### src/design/rx_full_pkg.sv
// Shared constants and types for the receive-buffer-full flag block
package rx_full_pkg;

   // ***************************************************
   // Sizes
   // ***************************************************
   localparam int unsigned BUFFER_COUNT = 32;
   localparam int unsigned REG_WIDTH = 16;
   localparam int unsigned INDEX_WIDTH = 5;
   localparam int unsigned ADDR_WIDTH = 4;
   localparam int unsigned COUNT_WIDTH = 6;

   // ***************************************************
   // Register offsets (word index on the register port)
   // ***************************************************
   localparam logic [3:0] RX_BUFFER_FULL_LOW_OFS = 4'h0;
   localparam logic [3:0] RX_BUFFER_FULL_HIGH_OFS = 4'h1;
   localparam logic [3:0] IRQ_STATUS_OFS = 4'h2;
   localparam logic [3:0] IRQ_MASK_OFS = 4'h3;
   localparam logic [3:0] FULL_COUNT_OFS = 4'h4;

   // ***************************************************
   // Field positions
   // ***************************************************
   localparam int unsigned LOW_FIRST_BUFFER = 0;
   localparam int unsigned HIGH_FIRST_BUFFER = 16;
   localparam int unsigned STAT_FILLED_BIT = 0;
   localparam int unsigned STAT_OVERRUN_BIT = 1;
   localparam int unsigned STAT_WIDTH = 2;

   // ***************************************************
   // Values after reset
   // ***************************************************
   localparam logic [15:0] RX_BUFFER_FULL_RESET = 16'h0000;
   localparam logic [1:0] IRQ_STATUS_RESET = 2'h0;
   localparam logic [1:0] IRQ_MASK_RESET = 2'h0;
   localparam logic [15:0] READ_DATA_RESET = 16'h0000;

   // ***************************************************
   // Carriers
   // ***************************************************
   typedef struct packed {
      logic valid;
      logic [4:0] index;
   } fill_req_s;

endpackage : rx_full_pkg

### src/design/sticky_flag_bank.sv
// Bank of sticky flags: hardware set, selective clear, set wins
`timescale 1ns/100ps
module sticky_flag_bank
   import rx_full_pkg::*;
#(
   parameter int unsigned WIDTH = 16,
   parameter logic [WIDTH-1:0] RESET_VALUE = '0
) (
   input wire logic mclk_in,
   input wire logic rst_in,
   input wire logic ce_in,
   input wire logic [WIDTH-1:0] set_in,
   input wire logic [WIDTH-1:0] clear_in,
   output logic [WIDTH-1:0] flags_out
);

   // Refused while elaborating, so a bad width never reaches a netlist
   if (WIDTH < 1) begin : g_bad_width
      $error("sticky_flag_bank: WIDTH must be at least 1");
   end

   logic [WIDTH-1:0] flags_q;
   logic [WIDTH-1:0] flags_d;

   // ***************************************************
   // One cell per flag
   // ***************************************************
   genvar g;
   generate
      for (g = 0; g < WIDTH; g++) begin : g_cell
         always_comb begin
            // A set in the same cycle as a clear is kept, not lost
            if (set_in[g]) begin
               flags_d[g] = 1'b1;
            end else if (clear_in[g]) begin
               flags_d[g] = 1'b0;
            end else begin
               flags_d[g] = flags_q[g];
            end
         end

         always_ff @(posedge mclk_in or posedge rst_in) begin
            if (rst_in) begin
               flags_q[g] <= RESET_VALUE[g];
            end else if (ce_in) begin
               flags_q[g] <= flags_d[g];
            end
         end
      end
   endgenerate

   assign flags_out = flags_q;

endmodule : sticky_flag_bank

### src/design/can_rx_buffer_full_flags.sv
// Receive-buffer-full flags with register port and interrupt
//
// Chosen here: the plain strobed port and the register addresses.
`timescale 1ns/100ps
module can_rx_buffer_full_flags
   import rx_full_pkg::*;
#(
   parameter int unsigned DATA_WIDTH = REG_WIDTH
) (
   input wire logic mclk_in,
   input wire logic rst_in,
   input wire logic ce_in,
   input wire fill_req_s fill_in,
   input wire logic [ADDR_WIDTH-1:0] addr_in,
   input wire logic [DATA_WIDTH-1:0] wdata_in,
   input wire logic wr_in,
   input wire logic rd_in,
   output logic [DATA_WIDTH-1:0] rdata_out,
   output logic [BUFFER_COUNT-1:0] full_flags_out,
   output logic irq_out
);

   // Register map is laid out for 16-bit words only
   if (DATA_WIDTH != REG_WIDTH) begin : g_bad_data_width
      $error("can_rx_buffer_full_flags: DATA_WIDTH must equal 16");
   end

   // ***************************************************
   // Address decode
   // ***************************************************
   logic wr_low;
   logic wr_high;
   logic wr_status;
   logic wr_mask;

   always_comb begin
      wr_low = wr_in && (addr_in == RX_BUFFER_FULL_LOW_OFS);
      wr_high = wr_in && (addr_in == RX_BUFFER_FULL_HIGH_OFS);
      wr_status = wr_in && (addr_in == IRQ_STATUS_OFS);
      wr_mask = wr_in && (addr_in == IRQ_MASK_OFS);
   end

   // ***************************************************
   // Full flags
   // ***************************************************
   logic [BUFFER_COUNT-1:0] fill_set;
   logic [BUFFER_COUNT-1:0] full_clear;
   logic [BUFFER_COUNT-1:0] full_flags;

   always_comb begin
      fill_set = '0;
      if (fill_in.valid) begin
         fill_set[fill_in.index] = 1'b1;
      end
      // Zero bits clear, one bits are ignored
      full_clear = '0;
      if (wr_low) begin
         full_clear[LOW_FIRST_BUFFER +: REG_WIDTH] = ~wdata_in;
      end
      if (wr_high) begin
         full_clear[HIGH_FIRST_BUFFER +: REG_WIDTH] = ~wdata_in;
      end
   end

   sticky_flag_bank #(
      .WIDTH(BUFFER_COUNT),
      .RESET_VALUE({RX_BUFFER_FULL_RESET, RX_BUFFER_FULL_RESET})
   ) u_full_bank (
      .mclk_in(mclk_in),
      .rst_in(rst_in),
      .ce_in(ce_in),
      .set_in(fill_set),
      .clear_in(full_clear),
      .flags_out(full_flags)
   );

   assign full_flags_out = full_flags;

   // ***************************************************
   // Occupancy count
   // ***************************************************
   logic [COUNT_WIDTH-1:0] full_count;

   always_comb begin
      full_count = '0;
      for (int i = 0; i < BUFFER_COUNT; i++) begin
         full_count = full_count + COUNT_WIDTH'(full_flags[i]);
      end
   end

   // ***************************************************
   // Interrupt status and mask
   // ***************************************************
   // Overrun: a fill lands on a buffer software has not yet released
   logic [STAT_WIDTH-1:0] stat_set;
   logic [STAT_WIDTH-1:0] stat_clear;
   logic [STAT_WIDTH-1:0] irq_status;
   logic [STAT_WIDTH-1:0] irq_mask_q;
   logic [STAT_WIDTH-1:0] irq_mask_d;

   always_comb begin
      stat_set = '0;
      stat_set[STAT_FILLED_BIT] = fill_in.valid;
      stat_set[STAT_OVERRUN_BIT] = fill_in.valid && full_flags[fill_in.index];
      stat_clear = wr_status ? wdata_in[STAT_WIDTH-1:0] : '0;
      irq_mask_d = wr_mask ? wdata_in[STAT_WIDTH-1:0] : irq_mask_q;
   end

   sticky_flag_bank #(
      .WIDTH(STAT_WIDTH),
      .RESET_VALUE(IRQ_STATUS_RESET)
   ) u_status_bank (
      .mclk_in(mclk_in),
      .rst_in(rst_in),
      .ce_in(ce_in),
      .set_in(stat_set),
      .clear_in(stat_clear),
      .flags_out(irq_status)
   );

   always_ff @(posedge mclk_in or posedge rst_in) begin
      if (rst_in) begin
         irq_mask_q <= IRQ_MASK_RESET;
      end else if (ce_in) begin
         irq_mask_q <= irq_mask_d;
      end
   end

   assign irq_out = |(irq_status & irq_mask_q);

   // ***************************************************
   // Read data
   // ***************************************************
   // Data stands from the first enabled edge after the strobe until the next enabled edge, zero otherwise
   logic [DATA_WIDTH-1:0] rdata_q;
   logic [DATA_WIDTH-1:0] rdata_d;

   always_comb begin
      rdata_d = READ_DATA_RESET;
      if (rd_in) begin
         unique case (addr_in)
            RX_BUFFER_FULL_LOW_OFS: begin
               rdata_d = full_flags[LOW_FIRST_BUFFER +: REG_WIDTH];
            end
            RX_BUFFER_FULL_HIGH_OFS: begin
               rdata_d = full_flags[HIGH_FIRST_BUFFER +: REG_WIDTH];
            end
            IRQ_STATUS_OFS: begin
               rdata_d[STAT_WIDTH-1:0] = irq_status;
            end
            IRQ_MASK_OFS: begin
               rdata_d[STAT_WIDTH-1:0] = irq_mask_q;
            end
            FULL_COUNT_OFS: begin
               rdata_d[COUNT_WIDTH-1:0] = full_count;
            end
            default: begin
               rdata_d = READ_DATA_RESET;
            end
         endcase
      end
   end

   always_ff @(posedge mclk_in or posedge rst_in) begin
      if (rst_in) begin
         rdata_q <= READ_DATA_RESET;
      end else if (ce_in) begin
         rdata_q <= rdata_d;
      end
   end

   assign rdata_out = rdata_q;

endmodule : can_rx_buffer_full_flags

### config.mk
export PLATFORM = sky130hd
export DESIGN_NAME = can_rx_buffer_full_flags
export DESIGN_NICKNAME = d
export VERILOG_FILES = /design/src/design/rx_full_pkg.sv /design/src/design/sticky_flag_bank.sv /design/src/design/can_rx_buffer_full_flags.sv
export SDC_FILE = /design/constraint.sdc
export NUM_CORES = 1
export LEC_CHECK = 0
export ABC_AREA = 1
export BUFFER_PORTS_ARGS = -buffer_cell sky130_fd_sc_hd__clkbuf_2
export CORE_MARGIN = 3
export CORE_UTILIZATION = 39
export CTS_CLUSTER_DIAMETER = 80
export DETAILED_ROUTE_END_ITERATION = 6
export GPL_ROUTABILITY_DRIVEN = 0
export SYNTH_ARGS = -nofsm -noshare
export SYNTH_HDL_FRONTEND = slang
export SYNTH_SLANG_ARGS = --single-unit
### constraint.sdc
create_clock -name mclk_in -period 4.7 [get_ports mclk_in]
set_clock_uncertainty 0.1 [all_clocks]
set_input_delay 0.47 -clock mclk_in [delete_from_list [all_inputs] [get_ports mclk_in]]
set_output_delay 0.47 -clock mclk_in [all_outputs]
set_load 0.01 [all_outputs]
==> results.md, run 1 <==
* PD cells at 825.1 mW/mm2
* Setup violations, final at 1
* Synthesis-to-finish area growth at 20.32%
* I/O pin cnt at 80
* Synth warnings at 0
* Setup ws final at -0.01221 ns
* Largest net degree at the start of global routing at 53
* Critical Path Fanout Max at 3
* DIE WIDTH at between 100 and 150 um
* Via count at 3457
* CP peak stage delay at around 0.55 ns
* Mapped cell area at 0.003620 mm2
* FF/Latch Area at roughly 0.0013 mm2
* Clock-pin slew on the worst setup and hold paths at approximately 0.10 ns
* Layout Cells excl Fill at 677
* Reg2reg path depth at 17
* Setup TNS Final at -0.01221 ns
* CTS Buf Count at 5
* WL final at ~11 mm
* DP Wirelength at 8.509 mm
* Synthesized instance count at 476
* Area of the multi-input gates at 0.001989 mm2
* F_max at about 0.21 GHz
* Period utilization at 100.3%
* Crit path kind: flip-flop to flip-flop
* Ant. Diodes at 0
* Register-to-register setup slack at -0.01 ns
* Hold Crit Class: primary input to asynchronous set/reset pin
* Clk buf depth at 2
* Root Driver: clkbuf_8
* Total GRT Usage at 21.52%
* Post-CTS Hold Buffers at 0
* Worst-Margin Slew at 0.6858 ns
* Hold_ws at 0.2123 ns
* CP top delay family: adder cells
* Number of global-route vias before repair at approximately 3400
* Max_slew headroom at about 54%
* Share of cells above drive strength 1 at 23.20%
* Status: finished with violations
* DRT Pass-1 Iters at 4
* Reg-to-reg endpoint: rdata_out[2]
* Vias per inst at 5.106
* Drt initial violations at 199
* Synth Net Count at 538
* Worst-skew pair later-pin latency at 0.31 ns
* Mean area per synthesized cell at between 7 and 8 um2
* Met2 routed wirelength at ~5.3 mm
* Critical Path RT at 4.81 ns
* Worst EP arrival at slightly below 5 ns
* Worst path bufs/invs at 4
* Startpoint types: flip-flop
* Nets at 631
* Placed Cells at 667
* Tot Pwr at 3.594 mW
* Buffers on Ports at 79
* First-pass GRT wire length at approximately 17 mm
* WL met1 at ~5.0 mm
* Die Ht at 102.3 um
* Antenna viol nets, final at 0
* Initial antenna violation count at 0
* Core area at 0.008848 mm2
* DIE AREA at ~0.010 mm2
* Routed len/inst at around 16 um
* Slew Viols, Final at 0
* Failing checks: negative setup slack
* Critical-path top delay cell: fa_1
* Reg-to-reg startpoint: u_full_bank.flags_out[25]
* Peak VDD IR at 0.7104 mV
* CTS sink count at 52
* Filler instances at 920
* # rows at 34
* Sequential cell area fraction in the yosys report at 35.95%
* Critical Path End Type: flip-flop
* Global route overflow at 0
* Fin. Hold Viols at 0
* Critical path, cell by cell: inv_1 > fa_1 > fa_1 > fa_1 > fa_1 > fa_1 > fa_1 > inv_1 > ha_1 > inv_1 > fa_2 > inv_2 > or2_2 > nand3_2 > o221ai_2 > nand2_1 > nand2_1
* CTS H-tree depth at 2
* Met3 Wirelength at 554 um
* Distinct cell type count after synthesis at 31
* RSZ-0062 raised after global routing: true
* Final Critical Period at 4.712 ns
* P_leak at 2.342 nW
* DRC Markers at 0
* MaxCap Viol Count at 0
* Critical path's most frequent cell: fa_1
* TritonCTS clock tree: built
* Top layer in use: met4
* Starting Density at 40.91%
* Yosys reg bits at 52
-- repair_timing --
| action | in CTS | in global routing |
|---|---|---|
| gates resized for setup | 1 | 12 |
| pin swaps | 2 | 14 |
| buffers inserted | 0 | 3 |
| setup endpoints to repair | 3 | 5 |
-- registers in the layout (all words and copies together) (netlist names) --
signal / count
irq_mask_q: 2
rdata_out: 16
u_full_bank.flags_out: 32
u_status_bank.flags_out: 2
-- cells in the mapped netlist --
master    count  area (um2)
nand2_2       2       12.51
o21bai_1      1       7.510
fa_1         24       480.5
buf_1         1       3.750
o21ai_0      54       270.3
o211ai_1      2       15.01
or2_1         7       43.79
nand2_1     144       540.5
nor2_4        1       11.26
nand3_4       1       17.52
nor3_1        8       40.04
nor2_2        1       6.260
nor2_1        6       22.52
nand4_1       1       6.260
inv_4         1       6.260
inv_2         4       15.01
ha_1          7       87.58
buf_6         1       11.26
nand3_1      21       105.1
or2_0         5       31.28
clkbuf_1      4       15.01
o21ai_1      30       150.1
clkinv_1      1       3.750
a21oi_1       4       20.02
or2_2         3       18.77
dfrtp_1      52        1301
buf_2         7       35.03
o221ai_1      1       8.760
nand2_4       1       11.26
o22ai_1       7       43.79
inv_1        74       277.8
-- placed cells by master, fill, tap and decap left out, types with 2 or more instances in the layout --
cell type and count:
buf_4 20, ha_1 6, nor2_1 6, nor3_1 8, fa_2 5, o21ai_0 52
nand2_1 143, fa_1 19, nand2_2 3, o211ai_1 2, inv_2 7, or2_1 7
or2_2 3, o21ai_1 32, inv_1 71, clkbuf_2 79, o22ai_1 7, nand3_1 20
dfrtp_1 52, or2_0 5, clkbuf_8 5, a21oi_1 4
-- worst register-to-register path, cell delays in order, from the launching register on --
cell,delay (ns)
dfrtp_1,0.41
inv_1,0.11
fa_1,0.44
fa_1,0.55
fa_1,0.45
fa_1,0.53
fa_1,0.43
fa_1,0.49
inv_1,0.04
ha_1,0.18
inv_1,0.07
fa_2,0.19
inv_2,0.04
or2_2,0.28
nand3_2,0.09
o221ai_2,0.09
nand2_1,0.08
nand2_1,0.05
-- where the power goes --
part / switching (mW) / internal (mW)
combinational: 1.53 / 1.22
clock: 0.155 / 0.101
sequential: 0.0707 / 0.513
total: 1.76 / 1.84
-- through the flow --
step	setup WS, ns	util (%)	instance area (um2)
after detailed placement	-0.005683	47.61	4213
after global routing	-0.1601	49.22	4355
after global placement	0.05110	47.61	4213
after floorplan	0.06267	-	3620
after CTS	0.001646	48.53	4294
final	-0.01221	49.22	4355
-- cell type report --
cell class | count | share of cell area [%]
Sequential cell | 52 | 29.88
Tap cell | 108 | 3.103
Inverter | 80 | 6.952
Clock buffer | 5 | 1.580
Multi-Input combinational cell | 331 | 45.68
Timing Repair Buffer | 99 | 12.53
Clock inverter | 2 | 0.2873
-- routing by layer --
layer,vias up,GRT usage (%)
li1,1682,-
met1,1652,31.09
met2,112,33.93
met3,11,3.003
met4,0,6.054
met5,-,0
-- how the worst max path moves through the flow --
stage / startpoint / end / depth (start not counted)
floorplan: u_full_bank.flags_out[0] / rdata_out[4] / 17
detailed placement: u_full_bank.flags_out[0] / rdata_out[3] / 17
global placement: u_full_bank.flags_out[0] / rdata_out[4] / 17
global route: u_full_bank.flags_out[17] / rdata_out[2] / 17
CTS: u_full_bank.flags_out[5] / rdata_out[4] / 17
finish: u_full_bank.flags_out[25] / rdata_out[2] / 17
-- logic make-up (layout without fill, tap and decap cells) --
kind of cell    Yosys count  in the layout  synth area share (%)
buf+inv                  93            186                 10.16
fa+ha+maj                31             31                 15.69
compound gates           99             99                 14.24
simple gates            201            201                 23.95
flops                    52             52                 35.95
Note: power is estimated with default switching activity, not from simulation.
==> run 2: changes to the inputs <==
- BUFFER_PORTS_ARGS: -buffer_cell sky130_fd_sc_hd__clkbuf_2 -> not set
- CAP_MARGIN: not set -> 10
- DONT_BUFFER_PORTS: not set -> 1
==> run 2 against run 1 <==
Compared with the run above: the run ends with negative hold slack left; global-route usage grew 0.34 points; register-to-register slack gained 0.02 ns; count of clock-buffer cells in the layout grew 2; wire length shrank 1.2%; total power grew 6.9%; utilization shrank 3.8 points; sequential share of layout area grew 2.5 points; cell count shrank 11%; cell area shrank 7.8%.
==> results.md, run 2 (synthesis results as in run 1) <==
* DIE AREA at roughly 0.010 mm2
* DRT Pass-1 Iters at 4
* Commonest non-fill, non-tap cell in the layout: nand2_1
* First-pass GRT wire length at 17.76 mm
* Buffers on Ports at 0
* Clock-pin slew on the worst setup and hold paths at about 0.1 ns
* P_leak at approximately 2.0 nW
* Setup TNS Final at 0 ns
* Initial antenna violation count at 0
* Worst EP arrival at 4.80 ns
* Max reg flops at 32
* Startpoint types: flip-flop
* Clk buf depth at 2
* Hold Crit Class: primary input to asynchronous set/reset pin
* Drt initial violations at around 170
* Largest net degree at the start of global routing at 53
* Logic pwr share at between 70% and 80%
* Final Critical Period at 4.695 ns
* RSZ-0062 raised after global routing: true
* DIE WIDTH at 102.3 um
* Starting Density at 40.91%
* Clock share of power at 7.2%
* Switching pwr at 1.860 mW
* Max_slew headroom at approximately 64%
* Die Ht at 102.3 um
* Ant. Diodes at 0
* Switch share at 48.42%
* DP Wirelength at roughly 8.5 mm
* Post-route cell area at 0.004015 mm2
* Number of global-route vias before repair at 3345
* Total GRT Usage at 21.86%
* Flop pwr share at between 10% and 20%
* Root Driver: clkbuf_8
* Period utilization at 99.89%
* WL final at 10.91 mm
* Int Pwr at 1.981 mW
* Crit path kind: flip-flop to flip-flop
* Worst-Margin Slew at 0.5430 ns
* CTS Buf Count at 5
* Fin. Hold Viols at 23
* F_max at between 0.2 and 0.25 GHz
* Critical Path End Type: flip-flop
* Hold_ws at -0.02474 ns
* Setup violations, final at 0
* # rows at 34
* Slew Viols, Final at 0
* DP Worst Slack at -0.06496 ns
* TritonCTS clock tree: built
* Critical Path Fanout Max at 2
* DRC Markers at 0
* PD cells at approximately 960 mW/mm2
* Commonest cells after routing, fill and taps aside: nand2_1, inv_1, o21ai_0, dfrtp_1, o21ai_1
* CTS sink count at between 50 and 60
* Tot Pwr at 3.841 mW
* Routed len/inst at between 15 and 20 um
* Placed inst area at between 0.003 and 0.004 mm2
* Critical Path RT at between 4 and 5 ns
* Share of cells above drive strength 1 at about 13%
* Core area at 0.008848 mm2
* Via count at 3206
* Synthesis-to-finish area growth at 10.92%
* Setup ws final at 0.004935 ns
* Vias per inst at 5.334
* CTS H-tree depth at 2
* I/O pin cnt at 80
* Worst-skew pair later-pin latency at 0.30 ns
* Failing checks: negative hold slack
* Nets at 554
* MaxCap Viol Count at 0
* Peak VDD IR at ~0.98 mV
* Antenna viol nets, final at 0
* Global route overflow at 0
* Status: finished with violations
==> run 2: changes by cell type in the layout (fill, tap and decap cells not counted), sizes merged <==
cell / delta
buf: +2
clkbuf: -77
clkinv: -1
==> run 2: final cells by class <==
cell class,count,area [um2]
clock inverters,1,7.507
clock buffers,7,86.33
inverters,80,302.8
well taps,108,135.1
fillers,899,4833
repair buffers,22,177.7
multi-input cells,331,2004
flip-flops and latches,52,1301
==> run 2: path summary, 6_finish.rpt <==
| check | end | slack, ns | from | cells after the start |
|---|---|---|---|---|
| min in group mclk_in | u_status_bank.flags_out[0] | 0.20 | fill_in[5] | 2 |
| min reg2reg | irq_mask_q[0] | 0.39 | irq_mask_q[0] | 2 |
| min | u_full_bank.flags_out[16] | -0.02 | rst_in | 1 |
| max | rdata_out[1] | 0.005 | u_full_bank.flags_out[17] | 16 |
| max in group asynchronous | u_full_bank.flags_out[30] | 3.97 | rst_in | 2 |
| max reg2reg | rdata_out[1] | 0.005 | u_full_bank.flags_out[17] | 16 |
==> run 2: through the flow <==
stage,utilization [%],cells,hold WS [ns]
2_1_floorplan,-,476,0.3530
3_3_place_gp,43.23,589,0.3692
3_5_place_dp,43.23,589,0.3740
4_1_cts,44.67,599,0.1963
5_1_grt,45.38,601,0.005032
6_report,45.38,601,-0.02474
==> run 2: repair_timing <==
| action | 4_1_cts | 5_1_grt |
|---|---|---|
| resized for setup | 9 | 13 |
| setup buffers | 2 | 1 |
| hold buffers | 0 | 0 |
| endpoints found under the setup margin | 3 | 5 |
| pin swaps | 8 | 10 |
==> run 2: worst max-delay path, cell delays in order (launching register included) <==
cell     delay [ns]
dfrtp_1        0.41
fa_1           0.55
inv_2          0.04
fa_1           0.48
fa_1           0.52
fa_1           0.43
fa_1           0.51
fa_1           0.41
inv_1          0.08
ha_2           0.18
inv_2          0.04
fa_2           0.53
o22ai_2        0.07
nor2_1         0.10
nand2_1        0.05
nand2_1        0.05
nand2_1        0.04
==> run 2: metal layers <==
layer,global-route usage (%),part of all wire [%],wire length [um],up-vias
li1,-,-,-,1533
met1,29.35,41,4524,1547
met5,0,0,0,-
met3,4.846,8.1,881,8
met2,36.78,50,5410,118
met4,4.036,0.85,93,0
==> run 2: power by group through the flow <==
stage	registers (mW)	logic [mW]	clock network, mW
floorplan	0.608	1.74	0
global placement	0.606	2.22	0
detailed placement	0.608	2.32	0
CTS	0.599	2.51	0.281
global route	0.608	3.41	0.298
finish	0.599	2.97	0.276
